### config.mk
export PLATFORM = sky130hd
export DESIGN_NAME = vip_top
export DESIGN_NICKNAME = d
export VERILOG_FILES = /design/src/hdl/vip_pkg.sv /design/src/hdl/vip_arbiter.sv /design/src/hdl/vip_top.sv
export VERILOG_INCLUDE_DIRS = /design/src /design/src/hdl
export SDC_FILE = /design/constraint.sdc
export NUM_CORES = 1
export LEC_CHECK = 0
export BUFFER_PORTS_ARGS = -buffer_cell sky130_fd_sc_hd__buf_4
export CORE_MARGIN = 4
export CORE_UTILIZATION = 40
export CTS_CLUSTER_DIAMETER = 150
export DETAILED_ROUTE_END_ITERATION = 10
export GPL_ROUTABILITY_DRIVEN = 0
export PLACE_DENSITY = 0.61
export SLEW_MARGIN = 20
export SYNTH_ARGS = -nofsm -noshare
export SYNTH_HDL_FRONTEND = slang
export SYNTH_HIERARCHICAL = 1
export SYNTH_SLANG_ARGS = --single-unit
### constraint.sdc
create_clock -name clk -period 2.59 [get_ports clk]
set_input_delay 0.1295 -clock clk [delete_from_list [all_inputs] [get_ports clk]]
set_output_delay 0.1295 -clock clk [all_outputs]
set_load 0.01 [all_outputs]
### src/hdl/vip_regs.svh
// Constants of the vectored interrupt priority block: vector numbers,
// level codes, widths and reset values.
// Assumes it is included by the package and the design files by bare name.
//
// Operation
// RULE_01 - Higher levels always win over lower levels.
// RULE_02 - Equal level: smallest vector number wins.
// RULE_03 - Programmable sources take their configured level.
// RULE_04 - Fetch address is base plus twice vector.
// RULE_05 - Vector base resets to zero; reset vectors.
// RULE_06 - Vectors 2 to 5 fixed at level 3.
// RULE_07 - Debug vectors 6-10 programmable, levels 1-3.
// RULE_08 - Peripheral vectors 16-44 programmable, levels 0-2.
// RULE_09 - Flash module requests on vectors 18-20.
// RULE_10 - Serial peripheral requests on vectors 26, 27.
// RULE_11 - Async serial port requests on vectors 28-32.
// RULE_12 - Converter and PWM requests on vectors 40-44.
// RULE_13 - Vector 45 at level -1, lowest of all.
// RULE_14 - Reserved vectors never presented as requests.
// RULE_15 - Soft interrupts, ports, I2C, timers placed.
`ifndef VIP_REGS_SVH
`define VIP_REGS_SVH

`define VIP_NUM_VEC 46
`define VIP_VEC_W 6
`define VIP_REACH_W 19
`define VIP_LVL_W 3
`define VIP_CFG_W 2
`define VIP_BASE_RESET 19'h00000

// Level codes: the documented level plus one, so level -1 is code 0.
`define VIP_LVL_LOW 3'h0
`define VIP_LVL_0 3'h1
`define VIP_LVL_1 3'h2
`define VIP_LVL_2 3'h3
`define VIP_LVL_3 3'h4

`define VIP_VEC_RESET 6'h00
`define VIP_VEC_WATCHDOG 6'h01
`define VIP_VEC_CORE_FIRST 6'h02
`define VIP_NUM_CORE 4
`define VIP_VEC_DEBUG_FIRST 6'h06
`define VIP_NUM_DEBUG 5
`define VIP_VEC_SOFT2 6'h0b
`define VIP_VEC_SOFT1 6'h0c
`define VIP_VEC_SOFT0 6'h0d
`define VIP_VEC_PERIPH_FIRST 6'h10
`define VIP_NUM_PERIPH 29
`define VIP_VEC_POWER_SENSE 6'h10
`define VIP_VEC_CLOCK_SYNTH 6'h11
`define VIP_VEC_FLASH_FIRST 6'h12
`define VIP_VEC_PORT_FIRST 6'h16
`define VIP_VEC_SPI_RX 6'h1a
`define VIP_VEC_SPI_TX 6'h1b
`define VIP_VEC_ASP_TX_EMPTY 6'h1c
`define VIP_VEC_ASP_TX_IDLE 6'h1d
`define VIP_VEC_ASP_RX_ERROR 6'h1f
`define VIP_VEC_ASP_RX_FULL 6'h20
`define VIP_VEC_I2C 6'h23
`define VIP_VEC_TIMER_FIRST 6'h24
`define VIP_VEC_CONV_A 6'h28
`define VIP_VEC_CONV_B 6'h29
`define VIP_VEC_CONV_LIMIT 6'h2a
`define VIP_VEC_PWM_RELOAD 6'h2b
`define VIP_VEC_PWM_FAULT 6'h2c
`define VIP_VEC_SOFT_LOW 6'h2d

// Vectors 14, 15, 21, 30, 33 and 34.
`define VIP_RSVD_MASK 46'h0006_4020_c000

`endif

### src/hdl/vip_pkg.sv
// Types shared by the vectored interrupt priority block.
// Assumes vip_regs.svh is on the include path.
`include "vip_regs.svh"

package vip_pkg;

    typedef logic [`VIP_LVL_W-1:0] vip_level_t;
    typedef logic [`VIP_VEC_W-1:0] vip_vector_t;
    typedef logic [`VIP_REACH_W-1:0] vip_addr_t;
    typedef logic [`VIP_CFG_W-1:0] vip_cfg_t;

    typedef enum logic [0:0] {
        VIP_ARB = 1'b0,
        VIP_HOLD = 1'b1
    } vip_phase_t;

    // Interrupt sources, grouped by the unit that raises them.
    typedef struct packed {
        logic lowest_priority_soft_interrupt;
        logic pwm_fault;
        logic pwm_reload;
        logic converter_limit;
        logic converter_b;
        logic converter_a;
        logic [3:0] timer;
        logic i2c;
        logic async_tx_empty;
        logic async_tx_idle;
        logic async_rx_error;
        logic async_rx_full;
        logic spi_rx_full;
        logic spi_tx_empty;
        logic [3:0] port;
        logic [2:0] flash_module;
        logic clock_synth;
        logic power_sense;
        logic soft0;
        logic soft1;
        logic soft2;
        logic [`VIP_NUM_DEBUG-1:0] debug;
        logic [`VIP_NUM_CORE-1:0] core_exc;
    } vip_req_t;

    // Level settings: code 0 disables a source.
    typedef struct packed {
        vip_cfg_t [`VIP_NUM_PERIPH-1:0] periph;
        vip_cfg_t [`VIP_NUM_DEBUG-1:0] debug;
    } vip_cfg_set_t;

    typedef struct packed {
        logic valid;
        vip_vector_t vector;
        vip_level_t level;
        vip_addr_t fetch_addr;
    } vip_grant_t;

    typedef struct packed {
        vip_phase_t phase;
        vip_addr_t vector_base;
        vip_grant_t grant;
    } vip_state_t;

endpackage

### src/hdl/vip_arbiter.sv
// Combinational arbiter: picks the active vector with the highest level,
// and among equals the lowest vector number.
// Assumes level codes grow with priority.
`timescale 1ns/100ps
`include "vip_regs.svh"

module vip_arbiter
    import vip_pkg::*;
#(
    parameter int NUM_VEC = `VIP_NUM_VEC
) (
    // Candidates
    input wire logic [NUM_VEC-1:0] active,
    input wire vip_level_t [NUM_VEC-1:0] level,
    // Winner
    output logic any,
    output vip_vector_t win_vector,
    output vip_level_t win_level
);

    logic [NUM_VEC-1:0][`VIP_LVL_W:0] key;

    genvar g;
    generate
        for (g = 0; g < NUM_VEC; g++) begin : g_key
            assign key[g] = {active[g], level[g]};
        end
    endgenerate

    // Scanning downward with >= lets a lower vector replace an equal one.
    always_comb begin
        logic [`VIP_LVL_W:0] best;
        best = '0;
        win_vector = '0;
        for (int i = NUM_VEC - 1; i >= 0; i--) begin
            if (active[i] && key[i] >= best) begin // [RULE_01] [RULE_02]
                best = key[i];
                win_vector = vip_vector_t'(i);
            end
        end
        any = best[`VIP_LVL_W];
        win_level = best[`VIP_LVL_W-1:0];
    end

endmodule // vip_arbiter

### src/hdl/vip_top.sv
// Vectored interrupt priority logic: maps source requests onto vector
// numbers and levels, arbitrates, and presents the winner with its
// vector fetch address to the processor core.
// Assumes all inputs are synchronous to clk; the core acknowledges a
// presented vector with a one-cycle pulse and clears the source itself.
`timescale 1ns/100ps
`include "vip_regs.svh"

module vip_top
    import vip_pkg::*;
#(
    parameter int NUM_VEC = `VIP_NUM_VEC
) (
    // Clock, reset and clock enable
    input wire logic clk,
    input wire logic reset,
    input wire logic ce,
    // Interrupt sources
    input wire vip_req_t req,
    // Level settings of the programmable sources
    input wire vip_cfg_set_t cfg,
    // Vector base load
    input wire logic vector_base_wr,
    input wire vip_addr_t vector_base_wdata,
    output vip_addr_t vector_base,
    // Entry points of chip reset and watchdog reset
    output vip_addr_t reset_fetch_addr,
    output vip_addr_t watchdog_fetch_addr,
    // Grant towards the core
    output vip_grant_t grant,
    input wire logic irq_ack
);

    vip_state_t state_reg;
    vip_state_t state_next;

    logic [NUM_VEC-1:0] act_raw;
    logic [NUM_VEC-1:0] act;
    vip_level_t [NUM_VEC-1:0] lvl;
    logic win_any;
    vip_vector_t win_vector;
    vip_level_t win_level;

    // Sources with a fixed level or a fixed slot.
    always_comb begin
        act_raw = '0;
        lvl = '0;
        for (int i = 0; i < `VIP_NUM_CORE; i++) begin
            act_raw[`VIP_VEC_CORE_FIRST + i] = req.core_exc[i];
            lvl[`VIP_VEC_CORE_FIRST + i] = `VIP_LVL_3; // [RULE_06]
        end
        act_raw[`VIP_VEC_SOFT2] = req.soft2; // [RULE_15]
        lvl[`VIP_VEC_SOFT2] = `VIP_LVL_2;
        act_raw[`VIP_VEC_SOFT1] = req.soft1; // [RULE_15]
        lvl[`VIP_VEC_SOFT1] = `VIP_LVL_1;
        act_raw[`VIP_VEC_SOFT0] = req.soft0; // [RULE_15]
        lvl[`VIP_VEC_SOFT0] = `VIP_LVL_0;
        act_raw[`VIP_VEC_POWER_SENSE] = req.power_sense;
        act_raw[`VIP_VEC_CLOCK_SYNTH] = req.clock_synth; // [RULE_08]
        for (int i = 0; i < 3; i++) begin
            // Access error, command complete, buffers empty.
            act_raw[`VIP_VEC_FLASH_FIRST + i] = req.flash_module[i]; // [RULE_09]
        end
        for (int i = 0; i < 4; i++) begin
            // Port D first, port A last.
            act_raw[`VIP_VEC_PORT_FIRST + i] = req.port[i]; // [RULE_15]
            act_raw[`VIP_VEC_TIMER_FIRST + i] = req.timer[i]; // [RULE_15]
        end
        act_raw[`VIP_VEC_SPI_RX] = req.spi_rx_full; // [RULE_10]
        act_raw[`VIP_VEC_SPI_TX] = req.spi_tx_empty; // [RULE_10]
        act_raw[`VIP_VEC_ASP_TX_EMPTY] = req.async_tx_empty; // [RULE_11]
        act_raw[`VIP_VEC_ASP_TX_IDLE] = req.async_tx_idle; // [RULE_11]
        act_raw[`VIP_VEC_ASP_RX_ERROR] = req.async_rx_error; // [RULE_11]
        act_raw[`VIP_VEC_ASP_RX_FULL] = req.async_rx_full; // [RULE_11]
        act_raw[`VIP_VEC_I2C] = req.i2c; // [RULE_15]
        act_raw[`VIP_VEC_CONV_A] = req.converter_a; // [RULE_12]
        act_raw[`VIP_VEC_CONV_B] = req.converter_b; // [RULE_12]
        act_raw[`VIP_VEC_CONV_LIMIT] = req.converter_limit; // [RULE_12]
        act_raw[`VIP_VEC_PWM_RELOAD] = req.pwm_reload; // [RULE_12]
        act_raw[`VIP_VEC_PWM_FAULT] = req.pwm_fault; // [RULE_12]
        act_raw[`VIP_VEC_SOFT_LOW] = req.lowest_priority_soft_interrupt;
        lvl[`VIP_VEC_SOFT_LOW] = `VIP_LVL_LOW; // [RULE_13]
        // Programmable levels; a setting of zero disables the source.
        for (int i = 0; i < `VIP_NUM_DEBUG; i++) begin
            if (cfg.debug[i] == 2'h0) begin
                act_raw[`VIP_VEC_DEBUG_FIRST + i] = 1'b0;
            end else begin
                act_raw[`VIP_VEC_DEBUG_FIRST + i] = req.debug[i];
            end
            // Settings 1..3 give levels 1..3. [RULE_07] [RULE_03]
            lvl[`VIP_VEC_DEBUG_FIRST + i] =
                vip_level_t'({1'b0, cfg.debug[i]} + 3'h1);
        end
        for (int i = 0; i < `VIP_NUM_PERIPH; i++) begin
            if (cfg.periph[i] == 2'h0) begin
                act_raw[`VIP_VEC_PERIPH_FIRST + i] = 1'b0;
            end
            // Settings 1..3 give levels 0..2. [RULE_08] [RULE_03]
            lvl[`VIP_VEC_PERIPH_FIRST + i] = vip_level_t'({1'b0, cfg.periph[i]});
        end
    end

    // Reset entry slots and reserved slots never compete.
    assign act = act_raw & ~`VIP_RSVD_MASK & ~46'h3; // [RULE_14]

    vip_arbiter #(
        .NUM_VEC(NUM_VEC)
    ) u_arbiter (
        .active(act),
        .level(lvl),
        .any(win_any),
        .win_vector(win_vector),
        .win_level(win_level)
    );

    always_comb begin
        state_next = state_reg;
        if (vector_base_wr) begin
            state_next.vector_base = vector_base_wdata;
        end
        unique case (state_reg.phase)
            VIP_ARB: begin
                if (state_reg.grant.valid && irq_ack) begin
                    // The acked source needs a cycle to drop its request,
                    // otherwise it would be granted twice.
                    state_next.phase = VIP_HOLD;
                    state_next.grant.valid = 1'b0;
                end else begin
                    // Re-arbitrate every cycle so a later, stronger request
                    // still overtakes one that is not yet acknowledged.
                    state_next.grant.valid = win_any;
                    state_next.grant.vector = win_vector;
                    state_next.grant.level = win_level;
                    state_next.grant.fetch_addr = vip_addr_t'(
                        state_reg.vector_base
                        + {win_vector, 1'b0}); // [RULE_04]
                end
            end
            VIP_HOLD: begin
                state_next.phase = VIP_ARB;
            end
        endcase
    end

    always_ff @(posedge clk or posedge reset) begin
        if (reset) begin
            state_reg.phase <= VIP_ARB;
            state_reg.vector_base <= `VIP_BASE_RESET; // [RULE_05]
            state_reg.grant <= '0;
        end else if (ce) begin
            state_reg <= state_next;
        end
    end

    assign vector_base = state_reg.vector_base;
    assign grant = state_reg.grant;
    assign reset_fetch_addr = state_reg.vector_base; // [RULE_05]
    assign watchdog_fetch_addr = vip_addr_t'(state_reg.vector_base
        + {`VIP_VEC_WATCHDOG, 1'b0}); // [RULE_05]

endmodule // vip_top

==> flow_results.org <==
** Worst setup path
- In this design, the critical path's most frequently occurring cell is sky130_fd_sc_hd__buf_4.
- Critical path fanouts, max :: 7
- STA puts the critical path data required time at about 2800 ps.
- Slowest CP cell :: sky130_fd_sc_hd__a2111oi_4
- On the worst path, the slowest cell contributes a delay of 440 ps.
- Worst reg2reg path startpoint :: reset_fetch_addr[1]
- Register-to-register setup slack :: around 450 ps
- Capturing element type of the critical path :: flop
- Critical Path Source Type :: input pin
- The worst register-to-register path ends at grant[17].
- STA puts the critical path data arrival time at 48690 ps.
- The critical path is of the input pin to flop type.
- For the worst flop-to-flop path, the logic depth is 9.

** Synthesis
- Synthesis-stage register bit count :: 49
- Mean cell area of the mapped netlist :: a little under 8 um2
- Main flop type after synthesis :: sky130_fd_sc_hd__dfrtp_1
- Yosys printed 6 warnings.
- In this run, distinct cell masters in the synthesized netlist total 97.
- Counting flops with a built-in enable in the synthesized netlist gives 0.
- Netlist area before placement :: ~12000 um2
- Seq/Total Area, Yosys :: 0.104
- Synthesis produced roughly 1500 cells.
- Share of synthesized flip-flops with an asynchronous set or reset :: 1.00

** Worst hold path
- The worst hold path terminates at reset_fetch_addr[13].
- Cells on Worst Hold Path :: 2
- The worst hold path belongs to the class input pin to flop.
- Startpoint of the tightest hold check path :: vector_base_wdata[13]

** Die
- In this run the count of I/O pins placed on the die edge is around 220.
- For this configuration, the core starts out at a cell density of 0.408.
- The floorplan has 62 rows.
- Die Footprint :: 32200 um2
- Die Width :: about 180 um
- The total area inside the core boundary comes to 28900 um2.
- Die boundary height :: between 150 and 200 um

** Timing
- For the pin with the worst max-slew slack, the measured transition is 827 ps.
- The final max-slew violation count is 0.
- Setup total negative slack on the finished layout was measured at -1233860 ps.
- RSZ-0062 raised after global routing :: yes
- Across the routed clock network, the largest skew measured is between 7 and 8 ps.
- # setup viols final :: 28
- Period Utilization, post-route :: 18.7
- Once routing completed, OpenROAD measured the worst setup slack at -45920 ps.
- Based on the critical path, the design can be clocked at up to slightly above 0.02 GHz.
- Final critical delay including setup and external delays :: 48510 ps
- Number of hold violations in the final report :: 0
- Max_slew headroom :: 0.442

** CTS
- The H-tree was split into 2 levels.
- The tree is rooted in a sky130_fd_sc_hd__clkbuf_16.
- After clock tree synthesis, the clock-pin slew on the worst setup and hold paths is 70 ps.
- Number of clock buffers inserted by TritonCTS :: 5
- Clock tree from TritonCTS :: done
- At the later pin of the worst-skew pair, clock insertion delay measures 290 ps.
- The longest clock path from root to sink contains 2 buffers.
- Total number of clock tree sinks :: slightly below 50

** Global routing
- Number of global-route vias before repair :: ~15000
- For this run the aggregate overflow at the end of global routing stands at 0.
- The first global-routing pass estimated around 70 mm of wire.
- In the global route stage, overall resource usage came out at 0.253.
- Number of antenna violations at the first check in global routing :: 2
- Pin count of the biggest net entering global routing :: 36

** Route
- DRT Wirelength :: between 40 and 50 mm
- For this run, design rule violations remaining after detail routing come to 0.
- In the routed layout, each cell is associated on average with a via count of roughly 5.1.
- Via count of the routed design :: approximately 15000
- Once detail routing completed, the nets flagged for antenna violations numbered 0.
- Detailed-route wire length per cell :: ~16 um
- Number of detailed-routing iterations run before antenna repair :: 5
- For this block, the initial DRC count from the detailed router was 747.

** Layout
- In the final layout, the share of cells above drive strength 1 is 0.529.
- Number of fillers in the final layout :: between 2000 and 2500
- At the end of the flow the core is filled with cells to 0.763.
- Final layout net count :: 2864
- Compared with the post-synthesis result, the final layout area differs by 87.2%.
- The register with the most flip-flops in the layout has 29 of them.

** Run status
- The flow ran to the end, but the final reports show violations.
- The final reports fail on negative setup slack.

** Place
- Buffers placed on the I/O ports in this run total about 220.
- The HPWL after detailed placement is ~32 mm.

** Flow run
- Across the run, the number of max-cap violations was 0.
critical path, delay by kind of cell:
family	cells	cell delay, ps
xor gates and xnor gates	1	190
and+or+nand+nor	78	10440
muxes	9	2910
AOI/OAI and AO/OA	101	20370
buffers and inverters	41	5110
adders and majority gates	35	9420
how the worst max path moves through the flow:
stage,start,end,slack (ps)
finish,cfg[67],grant[17],-45920
global route,cfg[67],grant[14],-47990
CTS,cfg[66],grant[18],-44310
detailed placement,cfg[67],grant[17],-45730
global placement,cfg[66],grant[17],-44540
floorplan,cfg[66],grant[17],-44720
routing by layer:
metal | track usage | vias up | routed length, um
met5 | 0 | - | 13
met4 | 0.0613 | 2 | 1710
met3 | 0.0263 | 154 | 1950
met2 | 0.490 | 429 | 24400
met1 | 0.295 | 6901 | 18300
li1 | - | 7191 | -
synthesized netlist by cell type, types with 7 or more instances:
library cell | instances | area share
sky130_fd_sc_hd__dfrtp_1 | 49 | 0.10
sky130_fd_sc_hd__o21ba_2 | 11 | 0.0094
sky130_fd_sc_hd__nand2b_1 | 56 | 0.030
sky130_fd_sc_hd__nor2b_1 | 16 | 0.0085
sky130_fd_sc_hd__o311ai_0 | 9 | 0.0067
sky130_fd_sc_hd__nor3_1 | 34 | 0.014
sky130_fd_sc_hd__o21ai_0 | 77 | 0.033
sky130_fd_sc_hd__and2_1 | 14 | 0.0074
sky130_fd_sc_hd__nand3_1 | 28 | 0.012
sky130_fd_sc_hd__ha_1 | 242 | 0.26
sky130_fd_sc_hd__mux2i_1 | 16 | 0.014
sky130_fd_sc_hd__buf_4 | 68 | 0.043
sky130_fd_sc_hd__o21ai_1 | 9 | 0.0038
sky130_fd_sc_hd__nor2_1 | 116 | 0.037
sky130_fd_sc_hd__buf_2 | 8 | 0.0034
sky130_fd_sc_hd__or2_2 | 10 | 0.0053
sky130_fd_sc_hd__a21oi_1 | 68 | 0.029
sky130_fd_sc_hd__mux2_2 | 36 | 0.034
sky130_fd_sc_hd__clkbuf_1 | 13 | 0.0041
sky130_fd_sc_hd__xor2_1 | 15 | 0.011
sky130_fd_sc_hd__o21bai_1 | 12 | 0.0077
sky130_fd_sc_hd__a21o_1 | 34 | 0.022
sky130_fd_sc_hd__xnor2_1 | 11 | 0.0082
sky130_fd_sc_hd__a211oi_1 | 17 | 0.011
sky130_fd_sc_hd__and3_1 | 16 | 0.0085
sky130_fd_sc_hd__o211ai_1 | 10 | 0.0064
sky130_fd_sc_hd__nor3b_1 | 7 | 0.0045
sky130_fd_sc_hd__or3_1 | 12 | 0.0064
sky130_fd_sc_hd__o22ai_1 | 12 | 0.0064
sky130_fd_sc_hd__o21a_1 | 41 | 0.026
sky130_fd_sc_hd__o311a_1 | 7 | 0.0060
sky130_fd_sc_hd__o31ai_1 | 8 | 0.0051
sky130_fd_sc_hd__nand2_1 | 135 | 0.043
sky130_fd_sc_hd__inv_1 | 156 | 0.050
sky130_fd_sc_hd__a31oi_1 | 17 | 0.0090
layout make-up:
class                      count  area (um2)  area share
inverter                     156         586      0.0266
sequential                    49        1230      0.0557
timing repair buffer         877        6810       0.309
clock buffer                   5         125     0.00568
antenna                        1        2.50    0.000114
clock inverter                 3        21.3    0.000966
multi-input combinational   1402       12800       0.580
tap                          384         480      0.0218
cells by family after synthesis:
| group | share of synthesized area |
|---|---|
| AOI/OAI and AO/OA | 0.265 |
| xor gates and xnor gates | 0.0194 |
| adders and majority gates | 0.259 |
| buffers and inverters | 0.102 |
| DFF | 0.104 |
| muxes | 0.0494 |
| other | 0.000638 |
| and+or+nand+nor | 0.200 |
layout by cell type, fill, tap and decap left out, types with 21 or more instances in the layout:
master | netlist | routed
sky130_fd_sc_hd__nand2_1 | 135 | 111
sky130_fd_sc_hd__buf_6 | 0 | 57
sky130_fd_sc_hd__o21a_1 | 41 | 38
sky130_fd_sc_hd__ha_1 | 242 | 162
sky130_fd_sc_hd__a21oi_1 | 68 | 35
sky130_fd_sc_hd__nand2b_4 | 1 | 28
sky130_fd_sc_hd__nor3_1 | 34 | 28
sky130_fd_sc_hd__inv_1 | 156 | 145
sky130_fd_sc_hd__mux2_2 | 36 | 24
sky130_fd_sc_hd__nand2b_1 | 56 | 29
sky130_fd_sc_hd__o21ai_1 | 9 | 27
sky130_fd_sc_hd__nor2_1 | 116 | 85
sky130_fd_sc_hd__a21o_1 | 34 | 34
sky130_fd_sc_hd__a21oi_2 | 1 | 29
sky130_fd_sc_hd__nand3_1 | 28 | 21
sky130_fd_sc_hd__conb_1 | 2 | 174
sky130_fd_sc_hd__ha_4 | 0 | 77
sky130_fd_sc_hd__dfrtp_1 | 49 | 49
sky130_fd_sc_hd__o21ai_0 | 77 | 36
sky130_fd_sc_hd__buf_4 | 68 | 818
timing repair:
item,CTS,global route
buffers inserted,200,39
hold endpoints to repair,14,0
pin swaps,136,162
gates resized for setup,203,166
hold buffers,1,0
setup endpoints to repair,28,28
metrics by stage:
step	worst slack, ps	instance area, um2	std cells	hold WS, ps
2_1_floorplan	-44720	13500	1698	280
3_3_place_gp	-44540	18100	2633	112
3_5_place_dp	-45730	18100	2633	113
4_1_cts	-44310	20700	2840	62.0
5_1_grt	-47990	22000	2877	60.1
6_report	-45920	22000	2877	69.2
Power is left out: the tool's default activity adds up to more than one toggle a clock period on the data nets, which glitch-free logic cannot reach.
